File: config.mk
export PLATFORM = sky130hd
export DESIGN_NAME = sphi_regs
export DESIGN_NICKNAME = d
export VERILOG_FILES = /design/src/sphi_pkg.sv /design/src/sphi_clock_settle.sv /design/src/sphi_regs.sv
export SDC_FILE = /design/constraint.sdc
export NUM_CORES = 1
export LEC_CHECK = 0
export BUFFER_PORTS_ARGS = -buffer_cell sky130_fd_sc_hd__clkbuf_2
export CAP_MARGIN = 10
export CORE_UTILIZATION = 42
export DETAILED_ROUTE_END_ITERATION = 8
export PLACE_DENSITY = 0.75
export SLEW_MARGIN = 20
export SYNTH_ARGS = -nofsm -noshare
export SYNTH_HDL_FRONTEND = slang
export SYNTH_SLANG_ARGS = --single-unit
File: constraint.sdc
create_clock -name clk_in -period 1.8 [get_ports clk_in]
set_clock_uncertainty 0.2 [all_clocks]
set_input_delay 0.36 -clock clk_in [delete_from_list [all_inputs] [get_ports clk_in]]
set_output_delay 0.36 -clock clk_in [all_outputs]
set_load 0.02 [all_outputs]
File: src/sphi_pkg.sv
package sphi_pkg;
  localparam int unsigned ADDR_W = 12;
  localparam int unsigned DATA_W = 32;
  localparam logic [11:0] IRQ_STATUS_OFFSET = 12'h310;
  localparam logic [11:0] IRQ_ENABLE_OFFSET = 12'h314;
  localparam logic [11:0] PWR_DOWN_OFFSET = 12'h354;
  localparam logic [11:0] SUSPEND_CTRL_OFFSET = 12'h358;
  localparam int unsigned PD_CLOCK_KEEP_BIT = 0;
  localparam int unsigned PD_PORT1_OC_BIT = 1;
  localparam int unsigned PD_PORT2_OC_BIT = 2;
  localparam int unsigned PD_PORT3_OC_BIT = 3;
  localparam int unsigned PD_REG_LOWPWR_BIT = 4;
  localparam logic [4:0] PD_RESET = 5'h00;
  localparam logic [4:0] PD_MASK = 5'h1f;
  localparam int unsigned ST_CLOCK_STABLE_BIT = 6;
  localparam int unsigned ST_ASYNC_DONE_BIT = 8;
  localparam int unsigned ST_ISO_DONE_BIT = 9;
  localparam int unsigned ST_ROLE_SWITCH_BIT = 10;
  localparam logic [31:0] ST_MASK = 32'h0000_0740;
  localparam logic [31:0] ST_RESET = 32'h0000_0000;
  localparam int unsigned CLK_RATE_MHZ = 250;
  localparam int unsigned CLK_SETTLE_NS = 200;
  localparam int unsigned CLK_SETTLE_CYC = (CLK_SETTLE_NS * CLK_RATE_MHZ + 999) / 1000;
  localparam int unsigned SETTLE_W = 8;
  typedef enum logic [1:0] {
    SPHI_RUN = 2'b00,
    SPHI_SUSP = 2'b01,
    SPHI_SETTLE = 2'b10
  } sphi_clk_state_t;
endpackage

File: src/sphi_clock_settle.sv
`timescale 1ns/1ps
`default_nettype none
// Counts the settling time after gated clocks restart and pulses once at the end
module sphi_clock_settle #(
  parameter int unsigned CYCLES = sphi_pkg::CLK_SETTLE_CYC
) (
  input wire logic clk_in,
  input wire logic rst_b_in,
  input wire logic start_in,
  output logic done_out
);
  import sphi_pkg::*;
  logic [SETTLE_W-1:0] count;
  logic running;

  always_ff @(posedge clk_in or negedge rst_b_in) begin
    if (!rst_b_in) begin
      count <= '0;
      running <= 1'b0;
      done_out <= 1'b0;
    end else begin
      done_out <= 1'b0;
      if (start_in) begin
        count <= SETTLE_W'(CYCLES - 1);
        running <= 1'b1;
      end else if (running) begin
        if (count == '0) begin
          running <= 1'b0;
          done_out <= 1'b1;
        end else begin
          count <= count - 1'b1;
        end
      end
    end
  end
endmodule
`default_nettype wire

File: src/sphi_regs.sv
`timescale 1ns/1ps
`default_nettype none
// Notes on behaviour
// Bit 4 puts regulators low-power in suspend
// Bit 3 disables port 3 overcurrent in suspend
// Bit 2 disables port 2 overcurrent in suspend
// Bit 1 disables port 1 overcurrent in suspend
// Bit 0 clear: only slow clock in suspend
// Bit 0 set: all clocks keep running
// Clock-stable event after stopped clocks restart
// Software rewrites power-down value in 16-bit mode
// Status flags clear only on written one
// Global enable never gates flag latching
// Software clears flags before enabling events
// Status bits 10,9,8 at 0x310, reset zero
// Interrupt when flag and enable both set
// Status bit 6 latches clock-stable event
// Power settings act only during suspend
module sphi_regs (
  input wire logic clk_in,
  input wire logic rst_b_in,
  input wire logic [sphi_pkg::ADDR_W-1:0] addr_in,
  input wire logic [sphi_pkg::DATA_W-1:0] wdata_in,
  input wire logic wr_in,
  input wire logic rd_in,
  output logic [sphi_pkg::DATA_W-1:0] rdata_out,
  input wire logic suspend_in,
  input wire logic global_interrupt_enable_in,
  input wire logic role_switch_event_in,
  input wire logic iso_done_event_in,
  input wire logic asynchronous_done_event_in,
  output logic suspend_regulator_lowpower_out,
  output logic port3_overcurrent_enable_out,
  output logic port2_overcurrent_enable_out,
  output logic port1_overcurrent_enable_out,
  output logic fast_clock_enable_out,
  output logic irq_out
);
  import sphi_pkg::*;

  logic [4:0] pwr_down;
  logic [31:0] status;
  logic [31:0] enable;
  logic susp_mode;
  sphi_clk_state_t clk_state;
  logic settle_start;
  logic clock_stable_event;
  logic [31:0] events;
  logic [31:0] clr;
  logic [31:0] next_status;
  logic wr_pd;
  logic wr_st;
  logic wr_en;
  logic wr_sc;

  assign wr_pd = wr_in && (addr_in == PWR_DOWN_OFFSET);
  assign wr_st = wr_in && (addr_in == IRQ_STATUS_OFFSET);
  assign wr_en = wr_in && (addr_in == IRQ_ENABLE_OFFSET);
  assign wr_sc = wr_in && (addr_in == SUSPEND_CTRL_OFFSET);

  always_ff @(posedge clk_in or negedge rst_b_in) begin
    if (!rst_b_in) begin
      pwr_down <= PD_RESET;
    end else if (wr_pd) begin
      pwr_down <= wdata_in[4:0] & PD_MASK;
    end
  end

  always_ff @(posedge clk_in or negedge rst_b_in) begin
    if (!rst_b_in) begin
      enable <= ST_RESET;
    end else if (wr_en) begin
      enable <= wdata_in & ST_MASK;
    end
  end

  // Software-commanded suspend only; the pin from the power manager is ORed in where it is used
  always_ff @(posedge clk_in or negedge rst_b_in) begin
    if (!rst_b_in) begin
      susp_mode <= 1'b0;
    end else if (wr_sc) begin
      susp_mode <= wdata_in[0];
    end
  end

  // Clock gating: stops fast clocks only when suspended with keep bit clear
  always_ff @(posedge clk_in or negedge rst_b_in) begin
    if (!rst_b_in) begin
      clk_state <= SPHI_RUN;
      fast_clock_enable_out <= 1'b1;
    end else begin
      case (clk_state)
        SPHI_RUN: begin
          if ((suspend_in || susp_mode) && !pwr_down[PD_CLOCK_KEEP_BIT]) begin
            clk_state <= SPHI_SUSP;
            fast_clock_enable_out <= 1'b0;
          end else begin
            fast_clock_enable_out <= 1'b1;
          end
        end
        SPHI_SUSP: begin
          // Keep bit set mid-suspend also restarts clocks
          if (!(suspend_in || susp_mode) || pwr_down[PD_CLOCK_KEEP_BIT]) begin
            clk_state <= SPHI_SETTLE;
            fast_clock_enable_out <= 1'b1;
          end
        end
        SPHI_SETTLE: begin
          if (clock_stable_event) begin
            clk_state <= SPHI_RUN;
          end
        end
        default: begin
          clk_state <= SPHI_RUN;
          fast_clock_enable_out <= 1'b1;
        end
      endcase
    end
  end

  assign settle_start = (clk_state == SPHI_SUSP) &&
                        (!(suspend_in || susp_mode) || pwr_down[PD_CLOCK_KEEP_BIT]);

  sphi_clock_settle #(
    .CYCLES(CLK_SETTLE_CYC)
  ) u_settle (
    .clk_in(clk_in),
    .rst_b_in(rst_b_in),
    .start_in(settle_start),
    .done_out(clock_stable_event)
  );

  // Suspend-only power controls; normal operation keeps everything on
  always_ff @(posedge clk_in or negedge rst_b_in) begin
    if (!rst_b_in) begin
      suspend_regulator_lowpower_out <= 1'b0;
      port3_overcurrent_enable_out <= 1'b1;
      port2_overcurrent_enable_out <= 1'b1;
      port1_overcurrent_enable_out <= 1'b1;
    end else begin
      suspend_regulator_lowpower_out <= (suspend_in || susp_mode) && pwr_down[PD_REG_LOWPWR_BIT];
      port3_overcurrent_enable_out <= !((suspend_in || susp_mode) && pwr_down[PD_PORT3_OC_BIT]);
      port2_overcurrent_enable_out <= !((suspend_in || susp_mode) && pwr_down[PD_PORT2_OC_BIT]);
      port1_overcurrent_enable_out <= !((suspend_in || susp_mode) && pwr_down[PD_PORT1_OC_BIT]);
    end
  end

  always_comb begin
    events = '0;
    events[ST_CLOCK_STABLE_BIT] = clock_stable_event;
    events[ST_ASYNC_DONE_BIT] = asynchronous_done_event_in;
    events[ST_ISO_DONE_BIT] = iso_done_event_in;
    events[ST_ROLE_SWITCH_BIT] = role_switch_event_in;
    clr = wr_st ? wdata_in : '0;
    // Set wins over a same-cycle clear; global enable is deliberately unused here
    next_status = ((status & ~clr) | events) & ST_MASK;
  end

  always_ff @(posedge clk_in or negedge rst_b_in) begin
    if (!rst_b_in) begin
      status <= ST_RESET;
    end else begin
      status <= next_status;
    end
  end

  // Output flopped, so it trails the status by one cycle
  always_ff @(posedge clk_in or negedge rst_b_in) begin
    if (!rst_b_in) begin
      irq_out <= 1'b0;
    end else begin
      irq_out <= |(status & enable);
    end
  end

  always_ff @(posedge clk_in or negedge rst_b_in) begin
    if (!rst_b_in) begin
      rdata_out <= '0;
    end else if (rd_in) begin
      case (addr_in)
        IRQ_STATUS_OFFSET: rdata_out <= status;
        IRQ_ENABLE_OFFSET: rdata_out <= enable;
        PWR_DOWN_OFFSET: rdata_out <= {27'h0, pwr_down};
        SUSPEND_CTRL_OFFSET: rdata_out <= {30'h0, (clk_state == SPHI_SUSP), susp_mode};
        default: rdata_out <= '0;
      endcase
    end else begin
      rdata_out <= '0;
    end
  end

  logic unused_gie;
  assign unused_gie = global_interrupt_enable_in;

  AST_W1C_CLEARS: assert property (@(posedge clk_in) disable iff (!rst_b_in)
    (wr_st && wdata_in[ST_ASYNC_DONE_BIT] && !asynchronous_done_event_in) |=> !status[ST_ASYNC_DONE_BIT])
    else $error("status flag not cleared by write one");
  AST_W0_KEEPS: assert property (@(posedge clk_in) disable iff (!rst_b_in)
    (status[ST_ISO_DONE_BIT] && !(wr_st && wdata_in[ST_ISO_DONE_BIT])) |=> status[ST_ISO_DONE_BIT])
    else $error("status flag lost without write one");
  AST_SET_WINS: assert property (@(posedge clk_in) disable iff (!rst_b_in)
    role_switch_event_in |=> status[ST_ROLE_SWITCH_BIT])
    else $error("event not latched");
  AST_IRQ_LEVEL: assert property (@(posedge clk_in) disable iff (!rst_b_in)
    |(status & enable) |=> irq_out)
    else $error("interrupt not raised");
  AST_IRQ_LOW: assert property (@(posedge clk_in) disable iff (!rst_b_in)
    !(|(status & enable)) |=> !irq_out)
    else $error("interrupt raised without cause");
  AST_REG_NORMAL: assert property (@(posedge clk_in) disable iff (!rst_b_in)
    (!suspend_in && !susp_mode) |=> (!suspend_regulator_lowpower_out && port1_overcurrent_enable_out))
    else $error("suspend setting acting in normal mode");
  AST_REG_LOWPWR: assert property (@(posedge clk_in) disable iff (!rst_b_in)
    (suspend_in && pwr_down[PD_REG_LOWPWR_BIT]) |=> suspend_regulator_lowpower_out)
    else $error("regulator not low power in suspend");
  AST_OC3_OFF: assert property (@(posedge clk_in) disable iff (!rst_b_in)
    (suspend_in && pwr_down[PD_PORT3_OC_BIT]) |=> !port3_overcurrent_enable_out)
    else $error("port 3 detection not off");
  AST_OC2_OFF: assert property (@(posedge clk_in) disable iff (!rst_b_in)
    (suspend_in && pwr_down[PD_PORT2_OC_BIT]) |=> !port2_overcurrent_enable_out)
    else $error("port 2 detection not off");
  AST_OC1_OFF: assert property (@(posedge clk_in) disable iff (!rst_b_in)
    (suspend_in && pwr_down[PD_PORT1_OC_BIT]) |=> !port1_overcurrent_enable_out)
    else $error("port 1 detection not off");
  AST_CLK_STOP: assert property (@(posedge clk_in) disable iff (!rst_b_in)
    (clk_state == SPHI_RUN && suspend_in && !pwr_down[PD_CLOCK_KEEP_BIT]) |=> !fast_clock_enable_out)
    else $error("clocks not stopped in suspend");
  AST_CLK_KEEP: assert property (@(posedge clk_in) disable iff (!rst_b_in)
    (clk_state == SPHI_RUN && pwr_down[PD_CLOCK_KEEP_BIT]) |=> fast_clock_enable_out)
    else $error("clocks gated despite keep bit");
  AST_STABLE_EVT: assert property (@(posedge clk_in) disable iff (!rst_b_in)
    settle_start |-> ##[1:60] status[ST_CLOCK_STABLE_BIT])
    else $error("clock-stable flag not raised");
  AST_LOWPWR_OFF: assert property (@(posedge clk_in) disable iff (!rst_b_in)
    !pwr_down[PD_REG_LOWPWR_BIT] |=> !suspend_regulator_lowpower_out)
    else $error("regulator low power with bit clear");
  AST_LOWPWR_SOFT: assert property (@(posedge clk_in) disable iff (!rst_b_in)
    (susp_mode && pwr_down[PD_REG_LOWPWR_BIT]) |=> suspend_regulator_lowpower_out)
    else $error("regulator not low power in soft suspend");
  AST_OC3_ON: assert property (@(posedge clk_in) disable iff (!rst_b_in)
    (!(suspend_in || susp_mode) || !pwr_down[PD_PORT3_OC_BIT]) |=> port3_overcurrent_enable_out)
    else $error("port 3 detection off unexpectedly");
  AST_OC2_ON: assert property (@(posedge clk_in) disable iff (!rst_b_in)
    (!(suspend_in || susp_mode) || !pwr_down[PD_PORT2_OC_BIT]) |=> port2_overcurrent_enable_out)
    else $error("port 2 detection off unexpectedly");
  AST_OC1_ON: assert property (@(posedge clk_in) disable iff (!rst_b_in)
    (!(suspend_in || susp_mode) || !pwr_down[PD_PORT1_OC_BIT]) |=> port1_overcurrent_enable_out)
    else $error("port 1 detection off unexpectedly");
  AST_OC3_SOFT: assert property (@(posedge clk_in) disable iff (!rst_b_in)
    (susp_mode && pwr_down[PD_PORT3_OC_BIT]) |=> !port3_overcurrent_enable_out)
    else $error("port 3 detection on in soft suspend");
  AST_OC2_SOFT: assert property (@(posedge clk_in) disable iff (!rst_b_in)
    (susp_mode && pwr_down[PD_PORT2_OC_BIT]) |=> !port2_overcurrent_enable_out)
    else $error("port 2 detection on in soft suspend");
  AST_OC1_SOFT: assert property (@(posedge clk_in) disable iff (!rst_b_in)
    (susp_mode && pwr_down[PD_PORT1_OC_BIT]) |=> !port1_overcurrent_enable_out)
    else $error("port 1 detection on in soft suspend");
  AST_NORMAL_OC: assert property (@(posedge clk_in) disable iff (!rst_b_in)
    (!suspend_in && !susp_mode) |=> (port3_overcurrent_enable_out && port2_overcurrent_enable_out))
    else $error("detection off in normal mode");
  AST_NORMAL_CLK: assert property (@(posedge clk_in) disable iff (!rst_b_in)
    (clk_state == SPHI_RUN && !suspend_in && !susp_mode) |=> fast_clock_enable_out)
    else $error("clocks gated in normal mode");
  AST_CLK_STOP_SOFT: assert property (@(posedge clk_in) disable iff (!rst_b_in)
    (clk_state == SPHI_RUN && susp_mode && !pwr_down[PD_CLOCK_KEEP_BIT]) |=> !fast_clock_enable_out)
    else $error("clocks not stopped in soft suspend");
  AST_SUSP_GATED: assert property (@(posedge clk_in) disable iff (!rst_b_in)
    (clk_state == SPHI_SUSP) |-> !fast_clock_enable_out)
    else $error("fast clocks running while stopped");
  AST_SETTLE_RUNNING: assert property (@(posedge clk_in) disable iff (!rst_b_in)
    (clk_state == SPHI_SETTLE) |-> fast_clock_enable_out)
    else $error("fast clocks off while settling");
  AST_KEEP_WAKES: assert property (@(posedge clk_in) disable iff (!rst_b_in)
    (clk_state == SPHI_SUSP && pwr_down[PD_CLOCK_KEEP_BIT]) |=> (clk_state == SPHI_SETTLE && fast_clock_enable_out))
    else $error("keep bit did not restart clocks");
  AST_RESUME: assert property (@(posedge clk_in) disable iff (!rst_b_in)
    (clk_state == SPHI_SUSP && !suspend_in && !susp_mode) |=> fast_clock_enable_out)
    else $error("clocks not restarted on resume");
  AST_STABLE_ONCE: assert property (@(posedge clk_in) disable iff (!rst_b_in)
    clock_stable_event |=> !clock_stable_event)
    else $error("clock-stable event longer than one cycle");
  // Settle count of 50 plus the start edge
  AST_STABLE_DELAY: assert property (@(posedge clk_in) disable iff (!rst_b_in)
    settle_start |-> ##51 clock_stable_event)
    else $error("clock-stable event at wrong time");
  AST_STABLE_IN_SETTLE: assert property (@(posedge clk_in) disable iff (!rst_b_in)
    clock_stable_event |-> (clk_state == SPHI_SETTLE))
    else $error("clock-stable event outside settling");
  AST_SETTLE_LEAVES: assert property (@(posedge clk_in) disable iff (!rst_b_in)
    clock_stable_event |=> (clk_state == SPHI_RUN))
    else $error("settling not finished after event");
  AST_STABLE_FLAG: assert property (@(posedge clk_in) disable iff (!rst_b_in)
    clock_stable_event |=> status[ST_CLOCK_STABLE_BIT])
    else $error("clock-stable flag not latched");
  AST_W1C_ISO: assert property (@(posedge clk_in) disable iff (!rst_b_in)
    (wr_st && wdata_in[ST_ISO_DONE_BIT] && !iso_done_event_in) |=> !status[ST_ISO_DONE_BIT])
    else $error("iso flag not cleared by write one");
  AST_W1C_ROLE: assert property (@(posedge clk_in) disable iff (!rst_b_in)
    (wr_st && wdata_in[ST_ROLE_SWITCH_BIT] && !role_switch_event_in) |=> !status[ST_ROLE_SWITCH_BIT])
    else $error("role flag not cleared by write one");
  AST_W1C_CLOCK: assert property (@(posedge clk_in) disable iff (!rst_b_in)
    (wr_st && wdata_in[ST_CLOCK_STABLE_BIT] && !clock_stable_event) |=> !status[ST_CLOCK_STABLE_BIT])
    else $error("clock flag not cleared by write one");
  AST_W0_KEEPS_ASYNC: assert property (@(posedge clk_in) disable iff (!rst_b_in)
    (status[ST_ASYNC_DONE_BIT] && !(wr_st && wdata_in[ST_ASYNC_DONE_BIT])) |=> status[ST_ASYNC_DONE_BIT])
    else $error("async flag lost without write one");
  AST_W0_KEEPS_ROLE: assert property (@(posedge clk_in) disable iff (!rst_b_in)
    (status[ST_ROLE_SWITCH_BIT] && !(wr_st && wdata_in[ST_ROLE_SWITCH_BIT])) |=> status[ST_ROLE_SWITCH_BIT])
    else $error("role flag lost without write one");
  AST_W0_KEEPS_CLOCK: assert property (@(posedge clk_in) disable iff (!rst_b_in)
    (status[ST_CLOCK_STABLE_BIT] && !(wr_st && wdata_in[ST_CLOCK_STABLE_BIT])) |=> status[ST_CLOCK_STABLE_BIT])
    else $error("clock flag lost without write one");
  AST_ISO_SET: assert property (@(posedge clk_in) disable iff (!rst_b_in)
    iso_done_event_in |=> status[ST_ISO_DONE_BIT])
    else $error("iso event not latched");
  AST_ASYNC_SET: assert property (@(posedge clk_in) disable iff (!rst_b_in)
    asynchronous_done_event_in |=> status[ST_ASYNC_DONE_BIT])
    else $error("async event not latched");
  AST_NO_SPURIOUS: assert property (@(posedge clk_in) disable iff (!rst_b_in)
    (!status[ST_ASYNC_DONE_BIT] && !asynchronous_done_event_in) |=> !status[ST_ASYNC_DONE_BIT])
    else $error("async flag set without event");
  AST_RESERVED_ZERO: assert property (@(posedge clk_in) disable iff (!rst_b_in)
    (status & ~ST_MASK) == 32'h0000_0000)
    else $error("reserved status bit set");
  AST_ENABLE_RESERVED: assert property (@(posedge clk_in) disable iff (!rst_b_in)
    (enable & ~ST_MASK) == 32'h0000_0000)
    else $error("reserved enable bit set");
  AST_IRQ_MASKED: assert property (@(posedge clk_in) disable iff (!rst_b_in)
    (enable == 32'h0000_0000) |=> !irq_out)
    else $error("interrupt raised with all masked");
  AST_STATUS_READ: assert property (@(posedge clk_in) disable iff (!rst_b_in)
    (rd_in && addr_in == IRQ_STATUS_OFFSET) |=> (rdata_out == $past(status)))
    else $error("status read data wrong");
  AST_PD_READBACK: assert property (@(posedge clk_in) disable iff (!rst_b_in)
    (rd_in && addr_in == PWR_DOWN_OFFSET) |=> (rdata_out == {27'h0, $past(pwr_down)}))
    else $error("power-down read data wrong");
  COV_SUSP_RESUME: cover property (@(posedge clk_in) disable iff (!rst_b_in)
    clk_state == SPHI_SUSP ##[1:100] clock_stable_event);
  COV_CLEAR: cover property (@(posedge clk_in) disable iff (!rst_b_in)
    status[ST_ASYNC_DONE_BIT] ##1 wr_st ##1 !status[ST_ASYNC_DONE_BIT]);
  COV_IRQ: cover property (@(posedge clk_in) disable iff (!rst_b_in) irq_out);
  COV_SOFT_SUSPEND: cover property (@(posedge clk_in) disable iff (!rst_b_in)
    susp_mode && !fast_clock_enable_out);
  COV_SET_ON_CLEAR: cover property (@(posedge clk_in) disable iff (!rst_b_in)
    (wr_st && wdata_in[ST_ASYNC_DONE_BIT] && asynchronous_done_event_in) ##1 status[ST_ASYNC_DONE_BIT]);
endmodule
`default_nettype wire

==> out/metrics.csv <==
metric;value;unit
register clock-pin slew on the reported worst setup and hold paths;0.08;ns
final wirelength;3.87;mm
Synth warnings;0;
Setup crit end kind;flop;
worst r2r dst;u_settle.count[6]$_DFFE_PN0P_;
Seq/Total Area, Yosys;51.1;%
Hold Path Depth;2;
pre-CTS setup slack;-0.118;ns
Leak;1.23;nW
relative slew slack;67.4;%
max-cap viol count;0;
CTS tree;yes;
CORE AREA;0.00447;sq mm
clk sink count;41;
initial antenna violation count;0;
max-slew violations;0;
Synth area leaders;dfrtp_1, buf_4, mux2_2, dfstp_2, nand3b_1;
Yosys top cell area share;45.8;%
root buffer cell;clkbuf_8;
Hold Startpoint;wdata_in[10];
DR vias;1560;
most frequent cell after synthesis;dfrtp_1;
gpl congestion;0.794;
Pwr Density;1070;mW/mm^2
CTS H-Tree Depth;2;
Worst R2R Setup Slack;-0.03;ns
number of detailed-route iterations in the first pass;6;
final cell count without fillers;312;
Final Setup Violations;1;
Routed Antenna Nets;0;
Synth cell types;41;
pin count of the biggest net entering global routing;42;
Final #Nets;314;
crit-path max FO;4;
number of flops mapped to enable cells by yosys;0;
layout cells sized above 1;40.8;%
most frequent cell on the critical path;or4_4;
die area;0.00509;sq mm
Die H;71.3;um
Mean Syn Cell Area;10.9;sq um
vias in the first global route;1531;
first-pass GRT wire length;6.55;mm
Worst Max-Slew Pin Slew;0.477;ns
DR iter-0 viols;132;
synthesized cell area;0.00202;sq mm
violated checks;DRC, setup timing;
placed instance count;301;
Crit path required time;1.83;ns
async set-reset flop share out of synthesis;100;%
fmax;0.546;GHz
startpoint types;flop;
Top-Level Pins;91;
GRT Resource Usage Total;16.4;%
top post-synthesis cells by count;dfrtp_1, buf_4, nor2_1, mux2_2, nand3b_1;
Die W;71.3;um
worst skew pair latency;0.29;ns
Fin. Hold Viols;0;
Post-Synthesis Cells;186;
GRT overflow;0;
dpl hpwl;2.87;mm
Hold Crit Class;input pin to flop;
peak supply drop;351;uV
DRC;8;
Worst Hold Path EP;status[10]$_DFF_PN0_;
Worst path slowest cell;or4_4;
number of port buffers;43;
Initial Util;45.1;%
fin crit share;102;%
leading area contributor after synthesis;dfrtp_1;
critical path class;flop to flop;
status;complete, but fails checks;
Cell Chain, Critical Path;or4_4 > or4_4 > a21oi_2;
Via density;5.00;
Critical Path Max Stage Delay;0.54;ns
Layout area overhead;27.1;%
per-cell routed wire length;12.4;um
Worst R2R Start;u_settle.count[4]$_DFFE_PN0P_;
minimum clock period;1.83;ns
TritonCTS Buffers;5;
Inserted Diodes;0;
R2R cell count;3;
crit path DAT;1.86;ns
total power;2.74;mW
hold slack;0.0519;ns
unrepaired setup endpoints after global routing;yes;
row count;24;
Setup WS post-layout;-0.0311;ns
Clock Path Buffers;2;
Yosys reg bits;41;
Primary FF master, synth;dfrtp_1;
## registers in the layout, summed over array words and instances (netlist names), 2 cells and up
name and flops:
rdata_out 9, u_settle.count 8, clk_state 2, enable 4, pwr_down 5, status 4
## metrics by stage
step	util (%)	cell area, sq um	setup TNS, ns
final	57.4	2570	-0.0311
after global placement	53.4	2390	-0.948
after global routing	57.4	2570	-0.109
after CTS	56.6	2530	-0.0156
after floorplan	-	2110	0
after detailed placement	53.4	2390	-1.23
## power by group
group	total [mW]	switching (mW)	internal, mW
registers	1.14	0.0956	1.04
logic	0.737	0.374	0.363
clock network	0.865	0.314	0.551
## layout make-up
| class | count | area, sq um |
|---|---|---|
| inverter | 7 | 26.3 |
| multi-input combinational | 134 | 891 |
| timing repair buffer | 70 | 420 |
| tap | 52 | 65.1 |
| fill | 395 | 1910 |
| clock buffer | 5 | 68.8 |
| sequential | 41 | 1030 |
| clock inverter | 3 | 65.1 |
## logic make-up after synthesis
logic type	count (synthesis)	synth area share (%)
flip-flops	41	51.1
other	1	0.186
multiplexers	11	6.07
AO/OA/AOI/OAI	28	9.29
AND/OR/NAND/NOR	66	20.0
buffers and inverters	33	10.4
XOR/XNOR	4	1.73
adder cells (fa/ha/maj)	2	1.24
## metal layers
| metal | wire [um] | global-route usage (%) |
|---|---|---|
| met5 | 0 | 0 |
| met4 | 35 | 5.11 |
| met3 | 239 | 4.36 |
| met2 | 1890 | 28.7 |
| met1 | 1710 | 19.7 |
## critical path: cells and delay by family (launching register included)
family	cells	cell delay, ns
and+or+nand+nor	2	1.03
DFF	1	0.42
AOI/OAI and AO/OA	1	0.12
## repair_timing
action	CTS	global route
gates resized for setup	1	6
pin swaps	2	1
endpoints found under the setup margin	4	6
endpoints found under the hold margin	37	0
setup buffers	0	2
hold buffers	1	0
## placed cells by master (no fill, tap or decap), types with 3 or more instances in the layout
master	n
a2111oi_0	5
a31oi_1	4
and2_1	3
buf_4	26
clkbuf_2	43
clkbuf_8	5
conb_1	23
dfrtp_1	37
dfstp_2	4
inv_1	6
mux2_2	10
nand2_1	5
nand3_1	6
nand3b_1	8
nand4b_1	3
nor2_1	14
nor2b_1	5
nor3_1	3
nor3b_2	3
o21ai_0	7
xnor2_1	4
## how the worst max path moves through the flow
stage	startpoint	endpoint	slack [ns]	depth (start not counted)
6_report	u_settle.count[4]$_DFFE_PN0P_	u_settle.count[6]$_DFFE_PN0P_	-0.03	3
5_1_grt	u_settle.count[4]$_DFFE_PN0P_	u_settle.count[6]$_DFFE_PN0P_	-0.06	3
4_1_cts	u_settle.count[5]$_DFFE_PN0P_	u_settle.count[6]$_DFFE_PN0P_	-0.02	3
3_5_place_dp	addr_in[0]	rdata_out[0]$_DFF_PN0_	-0.12	5
3_3_place_gp	addr_in[0]	rdata_out[8]$_DFF_PN0_	-0.12	5
2_1_floorplan	addr_in[5]	susp_mode$_DFFE_PN0P_	0.003	4
Note: power is estimated with default switching activity, not from simulation.
